`config.mk`:
```
export PLATFORM = sky130hd
export DESIGN_NAME = osdc_device_flat
export DESIGN_NICKNAME = d
export VERILOG_FILES = /design/src/osdc_pkg.sv /design/src/osdc_link_if.sv /design/src/osdc_device.sv /design/src/flat_wrapper.sv
export VERILOG_INCLUDE_DIRS = /design/src /design/src/src
export SDC_FILE = /design/constraint.sdc
export NUM_CORES = 1
export LEC_CHECK = 0
export BUFFER_PORTS_ARGS = -buffer_cell sky130_fd_sc_hd__buf_2
export CORE_MARGIN = 2
export CORE_UTILIZATION = 30
export CTS_CLUSTER_DIAMETER = 150
export DETAILED_ROUTE_END_ITERATION = 8
export PLACE_DENSITY_LB_ADDON = 0.05
export REMOVE_ABC_BUFFERS = 1
export SLEW_MARGIN = 5
export SYNTH_ARGS = -nofsm -noshare
export SYNTH_HDL_FRONTEND = slang
export SYNTH_SLANG_ARGS = --single-unit
```
`constraint.sdc`:
```
create_clock -name clk -period 2.29 [get_ports clk]
set_input_delay 0.1145 -clock clk [delete_from_list [all_inputs] [get_ports clk]]
set_output_delay 0.1145 -clock clk [all_outputs]
set_load 0.03 [all_outputs]
```
`src/osdc_defines.svh`:
```
// constants for the octal serial driver control link and its two ends
// assumes a 200 MHz system clock at both ends
`ifndef OSDC_DEFINES_SVH
`define OSDC_DEFINES_SVH
// ------------------------------------------------------------
// widths and positions
// ------------------------------------------------------------
`define OSDC_WIDTH 8
`define OSDC_MSB 7
`define OSDC_CNT_W 16
// ------------------------------------------------------------
// timing
// ------------------------------------------------------------
`define OSDC_CLK_PERIOD_NS 5
`define OSDC_BLANK_NS 135000
`define OSDC_BLANK_CYCLES (`OSDC_BLANK_NS / `OSDC_CLK_PERIOD_NS)
`define OSDC_SETTLE_NS 260000
`define OSDC_SETTLE_CYCLES (`OSDC_SETTLE_NS / `OSDC_CLK_PERIOD_NS)
`define OSDC_HALF_NS 1000
`define OSDC_HALF_CYCLES (`OSDC_HALF_NS / `OSDC_CLK_PERIOD_NS)
// ------------------------------------------------------------
// synchronised pin vector positions and its idle value
// ------------------------------------------------------------
`define OSDC_PIN_SI 0
`define OSDC_PIN_SCLK 1
`define OSDC_PIN_CE_N 2
`define OSDC_PIN_RST_N 3
`define OSDC_PIN_IDLE 4'hC
// ------------------------------------------------------------
// reset values
// ------------------------------------------------------------
`define OSDC_BYTE_ZERO 8'h00
`define OSDC_BYTE_OFF 8'hFF
`endif

```
`src/osdc_pkg.sv`:
```
// types shared by both ends of the octal serial driver link
// assumes osdc_defines.svh is on the include path
`include "osdc_defines.svh"
`default_nettype none
package osdc_pkg;
   // host transfer sequencer states
   typedef enum logic [2:0] {
      OSDC_H_IDLE,
      OSDC_H_LEAD,
      OSDC_H_HIGH,
      OSDC_H_LOW,
      OSDC_H_LAG
   } osdc_host_state_t;
   typedef logic [`OSDC_WIDTH-1:0] osdc_byte_t;
endpackage
`default_nettype wire

```
`src/osdc_link_if.sv`:
```
// the four-wire serial link plus asynchronous reset line
// assumes the bench resolves the serial output wire from its enable
`include "osdc_defines.svh"
`default_nettype none
interface osdc_link_if;
   logic sclk;      // serial clock, host driven
   logic ce_n;      // chip enable, active low
   logic si;        // host to device data
   logic so_o;      // device data out value
   logic so_oe_n;   // device drive enable, low while driving
   logic so;        // resolved wire, settled by the bench
   logic reset_n;   // device reset, active low
   modport device (input sclk, ce_n, si, reset_n, output so_o, so_oe_n);
   modport host (output sclk, ce_n, si, reset_n, input so);
endinterface
`default_nettype wire

```
`src/osdc_device.sv`:
```
// device end: shift register, output latch, fault blanking timer
// assumes link pins are asynchronous to clk; they pass two flops first
`include "osdc_defines.svh"
`default_nettype none
module osdc_device
   import osdc_pkg::*;
(
   input wire logic clk,
   input wire logic rst,
   input wire logic ce,
   osdc_link_if.device link,
   input wire logic [`OSDC_WIDTH-1:0] out_high,
   output logic [`OSDC_WIDTH-1:0] drive_on,
   output logic blanking
);
   // ------------------------------------------------------------
   // pin synchronisers
   // ------------------------------------------------------------
   logic [3:0] pin_s1_reg; // first stage, read only by second
   logic [3:0] pin_s2_reg; // {reset_n, ce_n, sclk, si}
   logic [`OSDC_WIDTH-1:0] cmp_s1_reg; // comparator first stage
   logic [`OSDC_WIDTH-1:0] cmp_s2_reg; // comparator flags
   logic sclk_d_reg; // previous synchronised clock
   logic ce_n_d_reg; // previous synchronised enable

   // two flops per pin; reset held high defaults to inactive pins
   always_ff @(posedge clk) begin
      if (rst) begin
         pin_s1_reg <= `OSDC_PIN_IDLE;
         pin_s2_reg <= `OSDC_PIN_IDLE;
         cmp_s1_reg <= `OSDC_BYTE_ZERO;
         cmp_s2_reg <= `OSDC_BYTE_ZERO;
         sclk_d_reg <= 1'b0;
         ce_n_d_reg <= 1'b1;
      end else if (ce) begin
         pin_s1_reg <= {link.reset_n, link.ce_n, link.sclk, link.si};
         pin_s2_reg <= pin_s1_reg;
         cmp_s1_reg <= out_high;
         cmp_s2_reg <= cmp_s1_reg;
         sclk_d_reg <= pin_s2_reg[`OSDC_PIN_SCLK];
         ce_n_d_reg <= pin_s2_reg[`OSDC_PIN_CE_N];
      end
   end

   // decoded events
   logic pin_rst; // pin reset active
   logic sel; // chip selected
   logic ce_fall; // selection starts
   logic ce_rise; // selection ends
   logic sclk_rise; // serial clock up while selected
   logic sclk_fall; // serial clock down while selected
   assign pin_rst = ~pin_s2_reg[`OSDC_PIN_RST_N];
   assign sel = ~pin_s2_reg[`OSDC_PIN_CE_N];
   assign ce_fall = ce_n_d_reg & ~pin_s2_reg[`OSDC_PIN_CE_N];
   assign ce_rise = ~ce_n_d_reg & pin_s2_reg[`OSDC_PIN_CE_N];
   // edges only count while selected, so a stray clock is ignored
   assign sclk_rise = sel & ~ce_fall & ~sclk_d_reg & pin_s2_reg[`OSDC_PIN_SCLK];
   assign sclk_fall = sel & ~ce_fall & sclk_d_reg & ~pin_s2_reg[`OSDC_PIN_SCLK];

   // ------------------------------------------------------------
   // shift register, latch, timer
   // ------------------------------------------------------------
   // state is split into four groups, each a next-value process and a
   // flop process; the groups share the decoded events and also read shift_reg, tmr_done
   logic [`OSDC_WIDTH-1:0] shift_reg; // one bit per output
   logic [`OSDC_WIDTH-1:0] shift_next; // shift register next value
   logic [`OSDC_WIDTH-1:0] latch_reg; // off bits are one
   logic [`OSDC_WIDTH-1:0] latch_next; // latch next value
   logic [`OSDC_WIDTH-1:0] fault_clr; // channel on while its pin reads high
   logic so_reg; // bit on the serial output
   logic so_next; // serial output bit next value
   logic so_en_reg; // serial output driven
   logic so_en_next; // drive enable next value
   logic [`OSDC_CNT_W-1:0] tmr_reg; // blanking cycles left
   logic [`OSDC_CNT_W-1:0] tmr_next; // timer next value
   logic tmr_done; // blanking over, fault clearing allowed

   // ------------------------------------------------------------
   // shift register group
   // ------------------------------------------------------------
   // jam at selection, then one bit in per falling serial clock;
   // an edge in the selection cycle is masked in the decode above
   always_comb begin
      shift_next = shift_reg;
      if (ce_fall) begin
         // comparator levels: one for a pin that reads high
         shift_next = cmp_s2_reg;
      end else if (sclk_fall) begin
         // shift in at bit 0 so earlier bits march out the top
         shift_next = {shift_reg[`OSDC_MSB-1:0], pin_s2_reg[`OSDC_PIN_SI]};
      end else begin
         // no event: hold, so any bit count passes through
         shift_next = shift_reg;
      end
   end

   // shift register flops; pin reset clears like the system reset
   always_ff @(posedge clk) begin
      if (rst || pin_rst) begin
         shift_reg <= `OSDC_BYTE_ZERO;
      end else if (ce) begin
         shift_reg <= shift_next;
      end
   end

   // ------------------------------------------------------------
   // serial output group
   // ------------------------------------------------------------
   // the bit changes only after a rising serial clock, so the host has
   // a whole high phase to sample it before the next falling edge
   always_comb begin
      so_next = so_reg;
      // driven only while selected, floated otherwise
      so_en_next = sel;
      if (sclk_rise) begin
         // top bit leaves first, so output 07 leads the frame
         so_next = shift_reg[`OSDC_MSB];
      end
   end

   // serial output flops; reset floats the pin whatever the select
   always_ff @(posedge clk) begin
      if (rst || pin_rst) begin
         so_reg <= 1'b0;
         so_en_reg <= 1'b0;
      end else if (ce) begin
         so_reg <= so_next;
         so_en_reg <= so_en_next;
      end
   end

   // ------------------------------------------------------------
   // blanking timer group
   // ------------------------------------------------------------
   // counts system clocks, so the blanking span scales with the clock;
   // a deselect while it runs restarts the full span
   assign tmr_done = (tmr_reg == '0);
   always_comb begin
      tmr_next = tmr_reg;
      if (ce_rise) begin
         // reload at every deselect
         tmr_next = `OSDC_CNT_W'(`OSDC_BLANK_CYCLES);
      end else if (!tmr_done) begin
         // count down and stop at zero
         tmr_next = tmr_reg - `OSDC_CNT_W'(1);
      end
   end

   // timer flops; reset leaves it idle
   always_ff @(posedge clk) begin
      if (rst || pin_rst) begin
         tmr_reg <= '0;
      end else if (ce) begin
         tmr_reg <= tmr_next;
      end
   end

   // ------------------------------------------------------------
   // output latch group
   // ------------------------------------------------------------
   // one fault check per channel: only an on bit (zero) whose pin still
   // reads high after blanking is set to off; off bits never change here
   for (genvar g = 0; g < `OSDC_WIDTH; g++) begin : g_fault
      assign fault_clr[g] = tmr_done & ~latch_reg[g] & cmp_s2_reg[g];
   end

   // a deselect loads the latch and restarts blanking, so it wins over
   // a fault clear falling in the same cycle
   always_comb begin
      latch_next = latch_reg;
      if (ce_rise) begin
         latch_next = shift_reg;
      end else begin
         // clearing keeps running for as long as the fault stands
         latch_next = latch_reg | fault_clr;
      end
   end

   // latch flops; reset turns every output off
   always_ff @(posedge clk) begin
      if (rst || pin_rst) begin
         latch_reg <= `OSDC_BYTE_OFF;
      end else if (ce) begin
         latch_reg <= latch_next;
      end
   end

   // ------------------------------------------------------------
   // outputs
   // ------------------------------------------------------------
   // drive is latch bit inverted: zero written means on
   assign drive_on = ~latch_reg;
   assign blanking = ~tmr_done;
   assign link.so_o = so_reg;
   assign link.so_oe_n = ~so_en_reg;
endmodule
`default_nettype wire

```
`src/flat_wrapper.sv`:
```
// flat-port wrapper written by rule: the top's interface ports become plain ports
module osdc_device_flat import osdc_pkg::*;
  (clk, rst, ce, out_high, drive_on, blanking, link_sclk, link_ce_n, link_si, link_reset_n, link_so_o, link_so_oe_n);
  osdc_link_if link_i ();
  input wire logic clk;
  input wire logic rst;
  input wire logic ce;
  input wire logic [`OSDC_WIDTH-1:0] out_high;
  output logic [`OSDC_WIDTH-1:0] drive_on;
  output logic blanking;
  input wire logic [$bits(link_i.sclk)-1:0] link_sclk;
  input wire logic [$bits(link_i.ce_n)-1:0] link_ce_n;
  input wire logic [$bits(link_i.si)-1:0] link_si;
  input wire logic [$bits(link_i.reset_n)-1:0] link_reset_n;
  output wire logic [$bits(link_i.so_o)-1:0] link_so_o;
  output wire logic [$bits(link_i.so_oe_n)-1:0] link_so_oe_n;
  assign link_i.sclk = link_sclk;
  assign link_i.ce_n = link_ce_n;
  assign link_i.si = link_si;
  assign link_i.reset_n = link_reset_n;
  assign link_so_o = link_i.so_o;
  assign link_so_oe_n = link_i.so_oe_n;
  osdc_device u_core (.clk(clk), .rst(rst), .ce(ce), .link(link_i), .out_high(out_high), .drive_on(drive_on), .blanking(blanking));
endmodule
```
==> results of run 1 <==
-- layout make-up --
| type | count | area share |
|---|---|---|
| Multi-Input combinational cell | 195 | 0.4162 |
| Sequential cell | 60 | 0.3838 |
| Timing Repair Buffer | 43 | 0.08876 |
| Clock buffer | 10 | 0.04078 |
| Inverter | 14 | 0.01759 |
| Clock inverter | 5 | 0.009596 |
| Tap cell | 108 | 0.04318 |
-- path summary, 6_finish.rpt --
kind | to | start
worst max register to register | u_core.tmr_reg[1] | u_core.tmr_reg[8]
worst max-delay path | blanking | u_core.tmr_reg[8]
worst min-delay path | u_core.cmp_s1_reg[0] | out_high[0]
worst min register to register | u_core.pin_s2_reg[2] | u_core.pin_s1_reg[2]
-- layout by cell type (no fill, tap or decap), drive strengths merged, types with 3 or more instances in the layout --
cell          n
nand4         3
dfxtp        60
a21oi        11
or4           8
a211o         4
a21o          9
nor4          7
a31oi         6
o31ai         5
nor2         34
nand3         4
or3           9
dlygate4sd3   7
o21ai         5
clkinv        3
nand2        19
clkbuf       10
nor2b         6
a211oi        8
nand2b        4
mux2i        33
o211ai        8
inv          14
buf          36
-- tightest hold or removal path: cells and delay by family --
family / cells / cell delay [ns]
buf+inv: 1 / 0.07
mux: 1 / 0.06
simple gates: 1 / 0.07
-- metal layers --
metal,vias to the layer above,wire [um]
met4,0,83
met1,986,2836
met5,-,0
met3,8,179
met2,29,2826
li1,1099,-
-- kinds of logic (layout without fill, tap and decap cells) --
family	Yosys count	in the layout
mux	33	33
flops	60	60
buf+inv	29	72
fa+ha+maj	2	2
simple gates	103	103
compound gates	57	57
-- power by group --
part	internal [mW]	leakage, nW	switching [mW]	total, mW
registers	1.15	0.490	0.105	1.25
clock network	0.380	0.0779	0.419	0.799
logic	0.378	0.739	0.581	0.959
-- per-stage QoR --
step | instances | hold WS [ns] | util | setup WS (ns)
2_1_floorplan | 269 | 0.1869 | - | 0.3324
3_3_place_gp | 413 | 0.3228 | 0.3375 | 0.2517
3_5_place_dp | 413 | 0.3283 | 0.3375 | 0.2081
4_1_cts | 435 | 0.0005734 | 0.3640 | 0.09811
5_1_grt | 435 | 0.01188 | 0.3642 | 0.08796
6_report | 435 | 0.01718 | 0.3642 | 0.2673
-- repair_timing --
| action | CTS | global route |
|---|---|---|
| hold endpoints to repair | 7 | 0 |
| hold buffers | 7 | 0 |
| setup endpoints to repair | 0 | 1 |
| resized for setup | 0 | 1 |
==> run summary, run 1 <==
GR peak layer: met2
GPL Wtd Cong: 0.7528
top cells by count, synth: dfxtp_1 (60), nor2_1 (34), mux2i_1 (33)
drt pass-1 iters: 4
unique cell type count in the Yosys netlist: 35
IO Count: 26
Filler cells: 897
CTS Buf Count: 9
Post-DP Area: 2900 um^2
cell area after synthesis: 2626 um^2
WP buf/inv: 2
H-tree levels: 3
TritonCTS clock tree: yes
HP Class: in -> reg
CP Depth: 4
cell breakdown of the critical path: nor4_1 -> and4_2 -> inv_4 -> buf_2
fraction of the mapped netlist area in simple logic gates: 0.2125
synth-to-layout area growth: 19.15%
max reg flops: 16
drt via density: 4.878
Clock Path Buffers: 2
most common cell in the netlist: dfxtp_1
final worst-path cycle share: 0.8833
ys async rst share: 0
Least-Margin Pin Slew: 0.5784 ns
initial antenna violation count: 0
fmax: 0.4944 GHz
Final Max Slew Viols: 0
biggest cell delay along the critical path: 0.53 ns
layout cells sized above 1: 0.1682
core area: 8593 um^2
pwr/cell area: 962.1 nW/um^2
Synth Area in Adders: 0.009528
post-synth top area share: 0.4574
Die H: 97.57 um
IO Port Bufs: 25
diodes inserted: 0
Vias: 2122
fin nets: 340
Main synth FF type: dfxtp_1
largest net degree at the start of global routing: 29
WL/cell: 13.62 um
largest family of logic cells by synthesized area: simple AND/OR/NAND/NOR gates
CP top delay family: simple AND/OR/NAND/NOR gates
Worst Path Max Fanout: 18
max_cap viols: 0
P_leak: 1.307 nW
Post-synth EDFFs: 0
final wirelength: 5.926 mm
status: completed
setup violators final: 0
# rows: 34
GRT Total Usage: 0.1356
Power, Total: 3.011 mW
Seq/Total Area, Yosys: 0.4574
number of global-route vias before repair: 2085
synthesized instance count: 284
unrepaired setup endpoints after global routing: false
Tmin final: 2.023 ns
Seq cells post-synth: 60
critical path class: reg -> out
reg2reg setup slack: 0.33 ns
maximum vdd drop: 0.3351 mV
Max-Slew Margin vs Limit: 0.6144
Root Driver: clkbuf_8
die area: 9519 um^2
met2 GRT Util: 0.2202
gr ovfl total: 0
first-pass GRT wire length: 10.26 mm
antenna-violating nets left: 0
XOR/XNOR share of the synthesized area: 0
post-route cell area: 3129 um^2
HPWL after DPL: 4.056 mm
post-synthesis mux area share: 0.1258
CTS sink cnt: 60
Synth area leaders: dfxtp_1 (46%), mux2i_1 (13%), nor2_1 (4.9%), nand2_1 (2.7%), a21o_1 (2.6%)
setup TNS: 0 ns
routing usage on met3: 0.04820
Clk pin slew, worst setup/hold paths: 0.07 ns
R2R depth: 5
setup bufs post-CTS: 0
Die Wd: 97.57 um
M1 GR Usage: 0.1682
clk_lat worst skew: 0.33 ns
Multi-input gate area: 1303 um^2
Setup crit end kind: output port
crit start category: flip-flop
Sequential Area: 1201 um^2
synthesized area per cell: 9.247 um^2
Synthesis Warnings: 0
Synth area leader: dfxtp_1
DR DRC count: 0
Critical Path RT: 2.18 ns
Arr. time, crit path: 1.91 ns
CP max stage cell: and4_2
Worst Skew: 0.007080 ns
starting density of the core: 0.3056
1st-iter DRT viols: 50
hold path cells: 3
compound-cell area share of the yosys netlist: 0.1477
Final Hold Viols: 0
(Power assumes the default switching activity.)
==> inputs of run 2 (changes only) <==
==> constraint.sdc (replaced) <==
create_clock -name clk -period 1.66 [get_ports clk]
set_input_delay 0.083 -clock clk [delete_from_list [all_inputs] [get_ports clk]]
set_output_delay 0.083 -clock clk [all_outputs]
set_load 0.03 [all_outputs]
==> run 2 against run 1 <==
Compared with the run above:
- the run now ends with setup timing left
- combinational power grew to 2.5 times the previous value
- global-route usage up 1.6 points
- register-to-register slack worse by 0.40 ns
- clock skew increased by 0.0017 ns
- die area is the same
- sequential power is 38% higher
- sequential cell count unchanged
- cell count up 10%
- critical endpoint unchanged
- largest cell class unchanged
==> run summary, run 2 (synthesis gave the netlist of run 1 again) <==
gr ovfl total: 0 (unchanged)
GPL Wtd Cong: 0.7813 (+3.8%)
final wirelength: 6.751 mm (+14%)
# rows: 34 (unchanged)
maximum vdd drop: 0.5523 mV (+65%)
post-route cell area: 3664 um^2 (+17%)
WL/cell: 14.06 um (+3.2%)
cell breakdown of the critical path: nor4_4 -> buf_4 -> and4_4 -> inv_4 -> buf_6 -> buf_6
IO Port Bufs: 25 (unchanged)
Hold Slack: 0.05799 ns (+0.04081 ns)
crit start category: flip-flop
CTS Buf Count: 9 (unchanged)
setup TNS: -0.7900 ns (-0.7900 ns)
number of global-route vias before repair: 2380 (+14%)
Logic pwr share: 0.429 (+0.110)
Non-Filler Instances: 480 (+10%)
DR DRC count: 0 (unchanged)
GRT Total Usage: 0.1520 (+0.01647)
starting density of the core: 0.3056 (unchanged)
setup slack after layout: -0.1054 ns (-0.3727 ns)
drt pass-1 iters: 4 (unchanged)
Die Wd: 97.57 um (unchanged)
Critical Path RT: 1.58 ns (-0.60 ns)
critical path class: reg -> out
Pint: 3.839 mW (+100%)
Worst Skew: 0.008753 ns (+0.001672 ns)
biggest cell delay along the critical path: 0.35 ns (-0.18 ns)
1st-iter DRT viols: 61 (+22%)
status: complete, but fails checks
Arr. time, crit path: 1.68 ns (-0.23 ns)
CTS sink cnt: 60 (unchanged)
Worst Path Max Fanout: 6 (-12)
HPWL after DPL: 4.560 mm (+12%)
Die H: 97.57 um (unchanged)
Clock Path Buffers: 2 (unchanged)
Power, Total: 5.678 mW (+89%)
Vias: 2312 (+9.0%)
Reg power frac: 0.304 (-0.112)
CP max stage cell: dfxtp_2
commonest non-fill, non-tap cell in the layout: dfxtp_1
fin util: 0.4263 (+0.06217)
pwr/cell area: 1550 nW/um^2 (+61%)
hold path cells: 2 (-1)
Post-DP Area: 3148 um^2 (+8.5%)
Max-Slew Margin vs Limit: 0.7726 (+0.1582)
P_leak: 1.595 nW (+22%)
failing checks: setup timing
Tmin final: 1.765 ns
max reg flops: 16 (unchanged)
diodes inserted: 0 (unchanged)
Clk pin slew, worst setup/hold paths: 0.07 ns (about the same)
clk_lat worst skew: 0.35 ns (+0.02 ns)
dpl ws: -0.2449 ns (-0.4531 ns)
Setup crit end kind: output port
Final Hold Viols: 0 (unchanged)
setup violators final: 16 (+16)
Final Max Slew Viols: 0 (unchanged)
Least-Margin Pin Slew: 0.3364 ns (-0.2421 ns)
unrepaired setup endpoints after global routing: true
initial antenna violation count: 0 (unchanged)
R2R depth: 8 (+3)
switching power total: 1.839 mW (+66%)
max_cap viols: 0 (unchanged)
IO Count: 26 (unchanged)
hold path start: rst
most frequent CP cell: buf_6
H-tree levels: 3 (unchanged)
fmax: 0.5664 GHz
first-pass GRT wire length: 11.54 mm (+13%)
most frequent cells in the layout: dfxtp_1 (53), buf_4 (49), nor2_1 (34), mux2i_1 (33), buf_2 (24)
placed insts: 446 (+8.0%)
core area: 8593 um^2 (unchanged)
die area: 9519 um^2 (unchanged)
Worst Setup SP: u_core.tmr_reg[5]
HP Class: in -> reg
fin nets: 385 (+13%)
final worst-path cycle share: 1.064
largest net degree at the start of global routing: 22 (-24%)
drt via density: 4.817 (-1.3%)
Worst R2R Start: u_core.tmr_reg[5]
Clk pwr share: 0.267 (+0.002)
antenna-violating nets left: 0 (unchanged)
switching share of power: 0.3238 (-0.04311)
layout cells sized above 1: 0.3172 (+0.1490)
TritonCTS clock tree: yes
synth-to-layout area growth: 39.49%
Root Driver: clkbuf_8
-- run 2: cell types whose count changed in the layout (fill, tap and decap cells not counted), sizes merged --
cell         previous run  this run
bufinv                  0         2
buf                    36        76
clkbuf                 10        11
clkinv                  3         1
dlygate4sd3             7        12
clkinvlp                2         1
-- run 2: layout make-up --
class | count | area (um^2)
Clock buffer | 11 | 151.4
Clock inverter | 4 | 72.57
Fill cell | 872 | 4930
Inverter | 14 | 55.05
Multi-Input combinational cell | 195 | 1386
Sequential cell | 60 | 1212
Tap cell | 108 | 135.1
Timing Repair Buffer | 88 | 650.6
-- run 2: worst paths after layout --
path                            slack (ns)                   end
worst max-delay path                 -0.11              blanking
worst min-delay path                  0.06     u_core.sclk_d_reg
worst max register to register       -0.07   u_core.latch_reg[7]
worst min register to register        0.46  u_core.pin_s2_reg[3]
-- run 2: power by group through the flow --
stage                     logic [mW]  clock network, mW  registers, mW
after CTS                       2.18               1.57           1.71
after floorplan                0.957                  0           1.72
after detailed placement        1.90                  0           1.73
after global routing            2.67               1.63           1.75
final                           2.44               1.52           1.72
after global placement          1.93                  0           1.73
-- run 2: what timing repair did --
item,4_1_cts,5_1_grt
hold endpoints to repair,12,0
hold buffers,12,0
cloned,0,0
resized for setup,16,16
endpoints found under the setup margin,23,23
setup buffers,4,3
pin swaps,18,9
-- run 2: critical path, delay by kind of cell, from the launching register on --
family	cells	cell delay [ns]
DFF	1	0.35
buffers and inverters	4	0.46
and+or+nand+nor	2	0.54
-- run 2: layer usage --
layer | track usage | vias to the layer above | part of all wire
li1 | - | 1188 | -
met1 | 0.1800 | 1078 | 0.48
met2 | 0.2515 | 35 | 0.47
met3 | 0.04820 | 11 | 0.033
met4 | 0.06838 | 0 | 0.020
met5 | 0 | - | 0
